--- src/ssd_defines.svh ---
// Constants for the two-wire stretch, SMBus alert and DMA request block.
`ifndef SSD_DEFINES_SVH
`define SSD_DEFINES_SVH
`define SSD_CLK_PERIOD_PS     4000
`define SSD_TIMEOUT_US        35000
`define SSD_TIMEOUT_CYC       (`SSD_TIMEOUT_US * (1000000 / `SSD_CLK_PERIOD_PS))
`define SSD_SEXT_US           25000
`define SSD_SEXT_CYC          (`SSD_SEXT_US * (1000000 / `SSD_CLK_PERIOD_PS))
`define SSD_MEXT_US           10000
`define SSD_MEXT_CYC          (`SSD_MEXT_US * (1000000 / `SSD_CLK_PERIOD_PS))
`define SSD_ARA_ADDR          7'h0C
`define SSD_DEFAULT_ADDR      7'h61
`define SSD_HOST_ADDR         7'h08
`define SSD_CNT_W             24
`endif

--- src/ssd_pkg.sv ---
// Types shared by the stretch, SMBus alert and DMA request block.
package ssd_pkg;
  typedef enum logic [1:0] {
    SSD_IDLE    = 2'b00,
    SSD_HOLD_TX = 2'b01,
    SSD_HOLD_RX = 2'b10
  } ssd_state_e;
endpackage

--- src/ssd_sync.sv ---
// Two-flip-flop synchroniser for a bundle of pin levels.
`timescale 1ns/1ps
module ssd_sync #(
  parameter int W = 1
) (
  input  wire logic         clk_i,
  input  wire logic         sys_rst_i,
  input  wire logic [W-1:0] d_i,
  output logic      [W-1:0] q_o
);
  logic [W-1:0] meta;

  // The first stage feeds only the second; reset starts at the pull-up level so no false low.
  always_ff @(posedge clk_i or posedge sys_rst_i) begin
    if (sys_rst_i) begin
      meta <= '1;
      q_o  <= '1;
    end else begin
      meta <= d_i;
      q_o  <= meta;
    end
  end
endmodule

--- src/ssd_top.sv ---
// Clock stretching, overrun/underrun, SMBus alert, timeout and DMA request control.
//
// Functional notes
// Stretching on, transmitter: hold SCL low until status read then data write.
// Stretching on, receiver: hold SCL low until status read then data read.
// Slave, no stretch: unread byte at next arrival flags overrun, drops new byte.
// Slave, no stretch: empty buffer at next send flags underrun, resends byte.
// No write collision detection or flag when stretching is off.
// SMBus: SCL low over 35 ms is timeout; cumulative extensions are tracked.
// Timeout or extension violation reported by one status flag.
// Alert request bit pulls the wired-AND alert line low; here only in slave mode.
// Only a device pulling alert low acknowledges the alert response address.
// Alert response byte carries own 7-bit address in top seven bits.
// Several alerting devices: arbitration picks lowest address.
// After its address is acknowledged the device releases its alert pull-down.
// Host still seeing alert low reads the alert address again.
// Software sets SMBus mode first, then role and resolution enable.
// Default address acknowledged only with resolution on and device role.
// Host header acknowledged only with resolution on and host role.
// Alert response address acknowledged only while alert indication is set.
// DMA requests only for data bytes, never start, address or stop.
// DMA request when data register empties in send or fills in receive.
// Master transmitter software disables DMA and waits byte-finished before stop.
// Last bit set and penultimate signal seen: next received byte is NACKed.
// Master receiver software may request stop in DMA complete handler.
// Byte-finished set when transmit buffer empty at byte end; wait for clear.
// Byte-finished set when receive buffer full at next byte end; wait for read; not set here for a slave with stretching off.
// Stretched SCL released within a few cycles after required access.
`timescale 1ns/1ps
`include "ssd_defines.svh"
module ssd_top #(
  parameter int unsigned TIMEOUT_CYC = `SSD_TIMEOUT_CYC,
  parameter int unsigned SEXT_CYC    = `SSD_SEXT_CYC,
  parameter int unsigned MEXT_CYC    = `SSD_MEXT_CYC,
  parameter logic [6:0]  OWN_ADDR    = 7'h2A
) (
  input  wire logic       clk_i,
  input  wire logic       sys_rst_i,
  input  wire logic       scl_pin_i,
  input  wire logic       alert_pin_i,
  input  wire logic       stretch_disable_i,
  input  wire logic       slave_mode_i,
  input  wire logic       transmitter_i,
  input  wire logic       smbus_mode_i,
  input  wire logic       device_host_role_select_i,
  input  wire logic       address_resolution_enable_i,
  input  wire logic       alert_request_i,
  input  wire logic       dma_enable_i,
  input  wire logic       last_transfer_i,
  input  wire logic       data_phase_i,
  input  wire logic       byte_end_i,
  input  wire logic       tx_load_i,
  input  wire logic       rx_byte_i,
  input  wire logic       addr_valid_i,
  input  wire logic [6:0] addr_i,
  input  wire logic       alert_addr_acked_i,
  input  wire logic       status_read_i,
  input  wire logic       data_write_i,
  input  wire logic       data_read_i,
  input  wire logic       timeout_clear_i,
  input  wire logic       ovr_clear_i,
  input  wire logic       dma_penultimate_transfer_signal_i,
  output logic            scl_oe_o,
  output logic            alert_oe_o,
  output logic            tx_buffer_empty_flag_o,
  output logic            rx_buffer_full_flag_o,
  output logic            byte_finished_flag_o,
  output logic            overrun_flag_o,
  output logic            timeout_flag_o,
  output logic            alert_status_flag_o,
  output logic            addr_ack_o,
  output logic            resend_prev_o,
  output logic            drop_rx_o,
  output logic [7:0]      alert_reply_o,
  output logic            dma_req_o,
  output logic            auto_nack_o
);
  logic             scl_s;
  logic             alert_s;
  logic             status_seen;
  logic             pen_seen;
  logic             alert_served;
  logic             next_tx_empty;
  logic             next_rx_full;
  logic             next_byte_fin;
  ssd_pkg::ssd_state_e state;
  logic [`SSD_CNT_W-1:0] low_cnt;
  logic [`SSD_CNT_W-1:0] ext_cnt;
  logic             ack_match;

  // Pin levels cross into the clock domain before any logic looks at them.
  ssd_sync #(.W(2)) u_sync (
    .clk_i     (clk_i),
    .sys_rst_i (sys_rst_i),
    .d_i       ({scl_pin_i, alert_pin_i}),
    .q_o       ({scl_s, alert_s})
  );

  // Address compare used for every recognised SMBus address.
  function automatic logic addr_is(input logic [6:0] a, input logic [6:0] ref_a);
    addr_is = (a == ref_a);
  endfunction

  // Buffer flags: a set from the core wins over a clear in the same cycle, but the matching data access blocks a byte-finished set.
  always_comb begin
    next_tx_empty = tx_buffer_empty_flag_o;
    next_rx_full  = rx_buffer_full_flag_o;
    next_byte_fin = byte_finished_flag_o;
    if (data_write_i) begin
      next_tx_empty = 1'b0;
      next_byte_fin = 1'b0;
    end
    if (data_read_i) begin
      next_rx_full  = 1'b0;
      next_byte_fin = 1'b0;
    end
    if (tx_load_i) begin
      next_tx_empty = 1'b1;
    end
    if (byte_end_i && data_phase_i && transmitter_i && tx_buffer_empty_flag_o
        && !data_write_i) begin
      next_byte_fin = 1'b1;
    end
    if (rx_byte_i && data_phase_i && !transmitter_i) begin
      if (rx_buffer_full_flag_o && !data_read_i) begin
        next_byte_fin = next_byte_fin || !stretch_disable_i || !slave_mode_i;
      end else begin
        next_rx_full = 1'b1;
      end
    end
  end

  always_ff @(posedge clk_i or posedge sys_rst_i) begin
    if (sys_rst_i) begin
      tx_buffer_empty_flag_o <= 1'b1;
      rx_buffer_full_flag_o  <= 1'b0;
      byte_finished_flag_o   <= 1'b0;
    end else begin
      tx_buffer_empty_flag_o <= next_tx_empty;
      rx_buffer_full_flag_o  <= next_rx_full;
      byte_finished_flag_o   <= next_byte_fin;
    end
  end

  // Stretch state: hold SCL until the status read and then the data access.
  always_ff @(posedge clk_i or posedge sys_rst_i) begin
    if (sys_rst_i) begin
      state       <= ssd_pkg::SSD_IDLE;
      status_seen <= 1'b0;
    end else begin
      case (state)
        ssd_pkg::SSD_IDLE: begin
          status_seen <= 1'b0;
          if (!stretch_disable_i && next_byte_fin && !byte_finished_flag_o) begin
            state <= transmitter_i ? ssd_pkg::SSD_HOLD_TX : ssd_pkg::SSD_HOLD_RX;
          end
        end
        ssd_pkg::SSD_HOLD_TX: begin
          if (status_read_i) begin
            status_seen <= 1'b1;
          end
          if (status_seen && data_write_i) begin
            state <= ssd_pkg::SSD_IDLE;
          end
        end
        ssd_pkg::SSD_HOLD_RX: begin
          if (status_read_i) begin
            status_seen <= 1'b1;
          end
          if (status_seen && data_read_i) begin
            state <= ssd_pkg::SSD_IDLE;
          end
        end
        default: begin
          state <= ssd_pkg::SSD_IDLE;
        end
      endcase
    end
  end

  // SCL pull-down rises a cycle after the hold state and drops with the releasing access.
  // Only the access that the hold waits for releases it, so no one-cycle glitch appears.
  always_ff @(posedge clk_i or posedge sys_rst_i) begin
    if (sys_rst_i) begin
      scl_oe_o <= 1'b0;
    end else begin
      scl_oe_o <= (state != ssd_pkg::SSD_IDLE) && !(status_seen
                  && ((state == ssd_pkg::SSD_HOLD_TX) ? data_write_i : data_read_i));
    end
  end

  // Without stretching a slave cannot wait, so errors are flagged instead.
  // Write collisions are deliberately not detected here.
  always_ff @(posedge clk_i or posedge sys_rst_i) begin
    if (sys_rst_i) begin
      overrun_flag_o <= 1'b0;
      drop_rx_o      <= 1'b0;
      resend_prev_o  <= 1'b0;
    end else begin
      drop_rx_o     <= 1'b0;
      resend_prev_o <= 1'b0;
      if (ovr_clear_i) begin
        overrun_flag_o <= 1'b0;
      end
      if (stretch_disable_i && slave_mode_i && data_phase_i) begin
        if (rx_byte_i && !transmitter_i && rx_buffer_full_flag_o && !data_read_i) begin
          overrun_flag_o <= 1'b1;
          drop_rx_o      <= 1'b1;
        end
        if (byte_end_i && transmitter_i && tx_buffer_empty_flag_o && !data_write_i) begin
          overrun_flag_o <= 1'b1;
          resend_prev_o  <= 1'b1;
        end
      end
    end
  end

  // Clock-low timeout and cumulative extension counters; message bounds lie outside this
  // block, so the extension count only clears when SMBus mode is left.
  always_ff @(posedge clk_i or posedge sys_rst_i) begin
    if (sys_rst_i) begin
      low_cnt        <= '0;
      ext_cnt        <= '0;
      timeout_flag_o <= 1'b0;
    end else begin
      if (!smbus_mode_i || scl_s) begin
        low_cnt <= '0;
      end else if (low_cnt != '1) begin
        low_cnt <= low_cnt + 1'b1;
      end
      if (!smbus_mode_i) begin
        ext_cnt <= '0;
      end else if (scl_oe_o && ext_cnt != '1) begin
        ext_cnt <= ext_cnt + 1'b1;
      end
      if (timeout_clear_i) begin
        timeout_flag_o <= 1'b0;
      end
      if (smbus_mode_i && (low_cnt >= `SSD_CNT_W'(TIMEOUT_CYC)
          || (slave_mode_i && ext_cnt >= `SSD_CNT_W'(SEXT_CYC))
          || (!slave_mode_i && ext_cnt >= `SSD_CNT_W'(MEXT_CYC)))) begin
        timeout_flag_o <= 1'b1;
      end
    end
  end

  // Address acknowledge for the SMBus special addresses and own address.
  always_comb begin
    ack_match = addr_is(addr_i, OWN_ADDR);
    if (smbus_mode_i && address_resolution_enable_i && !device_host_role_select_i
        && addr_is(addr_i, `SSD_DEFAULT_ADDR)) begin
      ack_match = 1'b1;
    end
    if (smbus_mode_i && address_resolution_enable_i && device_host_role_select_i
        && addr_is(addr_i, `SSD_HOST_ADDR)) begin
      ack_match = 1'b1;
    end
    if (smbus_mode_i && alert_oe_o && addr_is(addr_i, `SSD_ARA_ADDR)) begin
      ack_match = 1'b1;
    end
  end

  // Alert pull-down, reply byte and status; an answered request stays quiet until it drops.
  always_ff @(posedge clk_i or posedge sys_rst_i) begin
    if (sys_rst_i) begin
      alert_oe_o          <= 1'b0;
      alert_status_flag_o <= 1'b0;
      addr_ack_o          <= 1'b0;
      alert_reply_o       <= 8'h00;
      alert_served        <= 1'b0;
    end else begin
      addr_ack_o    <= addr_valid_i && ack_match;
      alert_reply_o <= {OWN_ADDR, 1'b0};
      alert_served  <= alert_request_i && (alert_served || alert_addr_acked_i);
      if (alert_addr_acked_i || !alert_request_i || !smbus_mode_i) begin
        alert_oe_o <= 1'b0;
      end else if (alert_request_i && !alert_oe_o && slave_mode_i && !alert_served) begin
        alert_oe_o <= 1'b1;
      end
      alert_status_flag_o <= alert_status_flag_o;
      if (addr_valid_i && alert_oe_o && addr_is(addr_i, `SSD_ARA_ADDR)) begin
        alert_status_flag_o <= 1'b1;
      end else if (!alert_s && !alert_oe_o) begin
        alert_status_flag_o <= 1'b0;
      end
    end
  end

  // DMA requests follow data-phase buffer events only.
  always_ff @(posedge clk_i or posedge sys_rst_i) begin
    if (sys_rst_i) begin
      dma_req_o   <= 1'b0;
      pen_seen    <= 1'b0;
      auto_nack_o <= 1'b0;
    end else begin
      dma_req_o <= dma_enable_i && data_phase_i
                   && ((transmitter_i && next_tx_empty && !tx_buffer_empty_flag_o)
                   || (!transmitter_i && next_rx_full && !rx_buffer_full_flag_o));
      if (dma_penultimate_transfer_signal_i && last_transfer_i && !transmitter_i) begin
        pen_seen <= 1'b1;
      end else if (rx_byte_i && pen_seen) begin
        pen_seen <= 1'b0;
      end
      auto_nack_o <= pen_seen || (dma_penultimate_transfer_signal_i && last_transfer_i
                     && !transmitter_i);
    end
  end

  stretch_release_a: assert property (@(posedge clk_i) disable iff (sys_rst_i)
    (state == ssd_pkg::SSD_IDLE) |=> !scl_oe_o)
    else $error("SCL still held after stretch ended.");
  hold_tx_a: assert property (@(posedge clk_i) disable iff (sys_rst_i)
    (state == ssd_pkg::SSD_HOLD_TX && !status_seen) |=> state != ssd_pkg::SSD_IDLE)
    else $error("Transmit stretch ended without status read.");
  hold_rx_a: assert property (@(posedge clk_i) disable iff (sys_rst_i)
    (state == ssd_pkg::SSD_HOLD_RX && !(status_seen && data_read_i)) |=>
    state == ssd_pkg::SSD_HOLD_RX)
    else $error("Receive stretch ended early.");
  overrun_set_a: assert property (@(posedge clk_i) disable iff (sys_rst_i)
    (stretch_disable_i && slave_mode_i && data_phase_i && rx_byte_i && !transmitter_i
     && rx_buffer_full_flag_o && !data_read_i) |=> overrun_flag_o && drop_rx_o)
    else $error("Overrun not flagged.");
  underrun_set_a: assert property (@(posedge clk_i) disable iff (sys_rst_i)
    (stretch_disable_i && slave_mode_i && data_phase_i && byte_end_i && transmitter_i
     && tx_buffer_empty_flag_o && !data_write_i) |=> resend_prev_o)
    else $error("Underrun resend missing.");
  alert_ack_a: assert property (@(posedge clk_i) disable iff (sys_rst_i)
    addr_ack_o && $past(addr_i) == `SSD_ARA_ADDR && OWN_ADDR != `SSD_ARA_ADDR
    |-> $past(alert_oe_o))
    else $error("Alert address acked while not alerting.");
  alert_release_a: assert property (@(posedge clk_i) disable iff (sys_rst_i)
    alert_addr_acked_i |=> !alert_oe_o)
    else $error("Alert pull-down not released.");
  dma_data_a: assert property (@(posedge clk_i) disable iff (sys_rst_i)
    dma_req_o |-> $past(data_phase_i) && $past(dma_enable_i))
    else $error("DMA request outside data phase.");
  timeout_set_a: assert property (@(posedge clk_i) disable iff (sys_rst_i)
    (smbus_mode_i && low_cnt >= `SSD_CNT_W'(TIMEOUT_CYC)) |=> timeout_flag_o)
    else $error("Clock-low timeout not flagged.");
endmodule

--- config.mk ---
export PLATFORM = sky130hd
export DESIGN_NAME = ssd_top
export DESIGN_NICKNAME = d
export VERILOG_FILES = /design/src/ssd_pkg.sv /design/src/ssd_sync.sv /design/src/ssd_top.sv
export VERILOG_INCLUDE_DIRS = /design/src
export SDC_FILE = /design/constraint.sdc
export NUM_CORES = 1
export LEC_CHECK = 0
export BUFFER_PORTS_ARGS = -buffer_cell sky130_fd_sc_hd__buf_2
export CAP_MARGIN = 20
export CORE_MARGIN = 10
export CORE_UTILIZATION = 32
export DETAILED_ROUTE_END_ITERATION = 8
export PLACE_DENSITY = 0.5
export REMOVE_ABC_BUFFERS = 1
export SLEW_MARGIN = 15
export SYNTH_ARGS = -nofsm -noshare
export SYNTH_HDL_FRONTEND = slang
export SYNTH_HIERARCHICAL = 1
export SYNTH_SLANG_ARGS = --single-unit
--- constraint.sdc ---
create_clock -name clk_i -period 2.4 [get_ports clk_i]
set_input_delay 0.24 -clock clk_i [delete_from_list [all_inputs] [get_ports clk_i]]
set_output_delay 0.24 -clock clk_i [all_outputs]
set_load 0.01 [all_outputs]
==> metrics.csv <==
metric;value;unit
status;completed;
Synth Area in Compound Gates;14.5;%
Max Clock Freq;0.483;GHz
initial antenna violation count;0;
met1 WL;4780;microns
register area share after synthesis;44.2;%
die area;17500;sq um
Comb pwr share;10.9;%
Mean Syn Cell Area;9.48;sq um
worst slew pin tran;0.534;ns
pwr dens;666;nW/um^2
Critical Path Stages;6;
sequential share of power;41.2;%
kind of critical path;reg2reg;
clock root buffer;clkbuf_16;
DP HPWL;7300;microns
setup TNS;0;ns
Setup Buffers After CTS;0;
Post-synth ARST share;100;%
Fin Hold WS;0.0847;ns
crit path to;ext_cnt[23]$_DFFE_PP0P_;
Worst Setup SP;ext_cnt[11]$_DFFE_PP0P_;
final setup fails;0;
CP arrival;2.32;ns
clock tree buffer depth;2;
startpoint types;register;
largest family of logic cells by synthesized area;simple AND/OR/NAND/NOR gates;
r2r setup slk;0.33;ns
Met2 Wirelength;4440;microns
Synth top area share;40.9;%
RSZ-0062 raised after global routing;false;
Post-Synth Adder-Cell Area;2.17;%
Crit path required time;2.65;ns
DR WL met3;451;microns
routed vias/inst;5.14;
worst hold path class;in2reg;
pin count of the biggest net entering global routing;45;
slowest stage delay, CP;0.50;ns
max-slew violation count;0;
clock share of power;47.9;%
num ports;53;
post-synthesis simple-gate area fraction;27.0;%
Lkg Pwr;0.00214;uW
final period utilization;86.2;%
Synth Area in XOR/XNOR;5.21;%
cell family with most CP delay;simple AND/OR/NAND/NOR gates;
Final min period;2.07;ns
#FFs+latches synth;71;
Sw Ratio;24.6;%
H-tree lvl count;3;
Post-Syn Area;4040;sq um
Worst-path clk slew;0.06;ns
CTS Buf Count;9;
Vias;3361;
gp weighted congestion;0.863;
commonest non-fill, non-tap cell in the layout;dfrtp_1;
die height;132;microns
P&R area growth vs syn;20.2;%
WL per Instance;14.9;microns
post-synth top area cell;dfrtp_1;
Placed Area;4480;sq um
CP cell instances;nand4_1 > or4_1 > buf_4 > a211oi_1 > and3_1 > mux2i_1;
Warnings, synthesis;6;
Int Pwr;2440;uW
CP Buf/Inv Count;1;
CP max stage cell;or4_1;
CTS tree;built;
# diodes;0;
core area;12200;sq um
RR Endpoint;ext_cnt[23]$_DFFE_PP0P_;
Top FF cell, synth;dfrtp_1;
commonest non-fill, non-tap cells in the layout;dfrtp_1 (66), buf_2 (47), nand2_1 (44);
DRC;0;
mux contribution to synthesized area;2.01;%
worst r2r src;ext_cnt[11]$_DFFE_PP0P_;
Max VDD drop;0.404;mV
Critical Path Sink Type;register;
Total GRT Usage;11.4;%
final hold violation count;0;
Top Layer Used;met4;
clock tree sinks;71;
1st-iter DRT viols;186;
Cell variety after synth;59;
WL final;9750;microns
Area contributors post-synth;dfrtp_1 (41%), nand2_1 (4.1%), dfstp_2 (3.3%), a21oi_1 (3.0%), nand4_1 (2.6%);
clk_lat worst skew;0.33;ns
antenna-violating nets left;0;
I/O Buffers;47;
vias in the first global route;3413;
Syn Inst Count;426;
total grt overflow;0;
Die Width;132;microns
Rows;40;
Nets;520;
number of synthesized flops with an enable pin;0;
layout cells sized above 1;20.4;%
cells on worst reg2reg path;6;
Initial Util;33.2;%
Sw Pwr;794;uW
CP Max Fanout;10;
Slew HR;63.5;%
Initial DRT Pass Iterations;6;
first-pass GRT wire length;17000;microns
max_cap viols;0;
post-route cell area;4850;sq um
Layout Skew;0.00620;ns
[final cells by class]
class / count / area [sq um]
Clock buffer: 9 / 225
Clock inverter: 7 / 120
Fill cell: 1201 / 7310
Inverter: 21 / 78.8
Multi-Input combinational cell: 317 / 2080
Sequential cell: 71 / 1780
Tap cell: 168 / 210
Timing Repair Buffer: 61 / 360
[worst min-delay path by stage]
stage / slack, ns / startpoint / cells after the start / to
6_report: 0.08 / alert_addr_acked_i / 2 / alert_oe_o$_DFFE_PP0P_
5_1_grt: 0.07 / alert_addr_acked_i / 2 / alert_oe_o$_DFFE_PP0P_
4_1_cts: 0.002 / scl_pin_i / 1 / u_sync/meta[1]$_DFF_PP1_
3_5_place_dp: 0.34 / sys_rst_i / 2 / alert_status_flag_o$_DFFE_PP0P_
3_3_place_gp: 0.34 / sys_rst_i / 2 / addr_ack_o$_DFF_PP0_
2_1_floorplan: 0.20 / sys_rst_i / 1 / u_sync/meta[0]$_DFF_PP1_
[cells in the mapped netlist (all sizes together) (2+ instances only)]
library cell,n
dfrtp,66
nand2,44
nor2,28
a21oi,24
inv,21
nand3,19
nand4,18
and2,13
buf,12
nand2b,12
nor3,12
nor4,12
xnor2,12
xor2,12
o21ai,11
a211oi,9
clkbuf,9
ha,7
mux2i,7
or4,7
and4,6
o31ai,6
a2111oi,5
a31oi,5
and3,5
dfstp,5
or3,5
nand3b,3
a211o,2
a21o,2
a311o,2
a41o,2
conb,2
nor3b,2
o2111ai,2
o211ai,2
or3b,2
[stage by stage]
| step | total power [uW] | cells | worst slack (ns) | util (%) |
|---|---|---|---|---|
| finish | 3230 | 654 | 0.331 | 39.9 |
| global route | 3390 | 654 | 0.201 | 39.9 |
| CTS | 3270 | 653 | 0.344 | 39.8 |
| detailed placement | 1700 | 635 | 0.360 | 36.8 |
| global placement | 1690 | 635 | 0.407 | 36.8 |
| floorplan | 1570 | 409 | 0.400 | - |
[power groups by stage]
stage	Sequential [uW]	Clock, uW	Combinational, uW
3_5_place_dp	1350	0	352
4_1_cts	1330	1580	358
6_report	1330	1550	351
5_1_grt	1340	1640	410
2_1_floorplan	1340	0	226
3_3_place_gp	1350	0	346
[logic make-up (layout without fill, tap and decap cells)]
| family | after synthesis | after routing |
|---|---|---|
| simple gates | 192 | 192 |
| xor+xnor | 24 | 24 |
| mux | 8 | 8 |
| flops | 71 | 71 |
| other cells | 2 | 6 |
| buf+inv | 42 | 98 |
| compound gates | 80 | 80 |
| fa+ha+maj | 7 | 7 |
[metal layers]
metal	track usage, %	up-vias
met3	3.09	8
met5	0	-
met4	4.46	0
met2	17.1	77
met1	15.2	1627
li1	-	1649
[timing repair]
| action | in CTS | in global routing |
|---|---|---|
| hold buffers | 2 | 1 |
| endpoints found under the hold margin | 24 | 1 |
| endpoints found under the setup margin | 0 | 0 |
| resized for setup | 0 | 0 |
[worst register-to-register path, cell delays in order, from the launching register on]
cell      delay (ns)
dfrtp_1         0.44
nand4_1         0.17
or4_1           0.50
buf_4           0.21
a211oi_1        0.27
and3_1          0.22
mux2i_1         0.17
[registers in the layout, indices dropped and copies added (netlist names), 2 cells and up]
name,flops
ext_cnt,24
low_cnt,24
state,2
u_sync/meta,2
u_sync/q_o,2
Note: power is estimated with default switching activity, not from simulation.
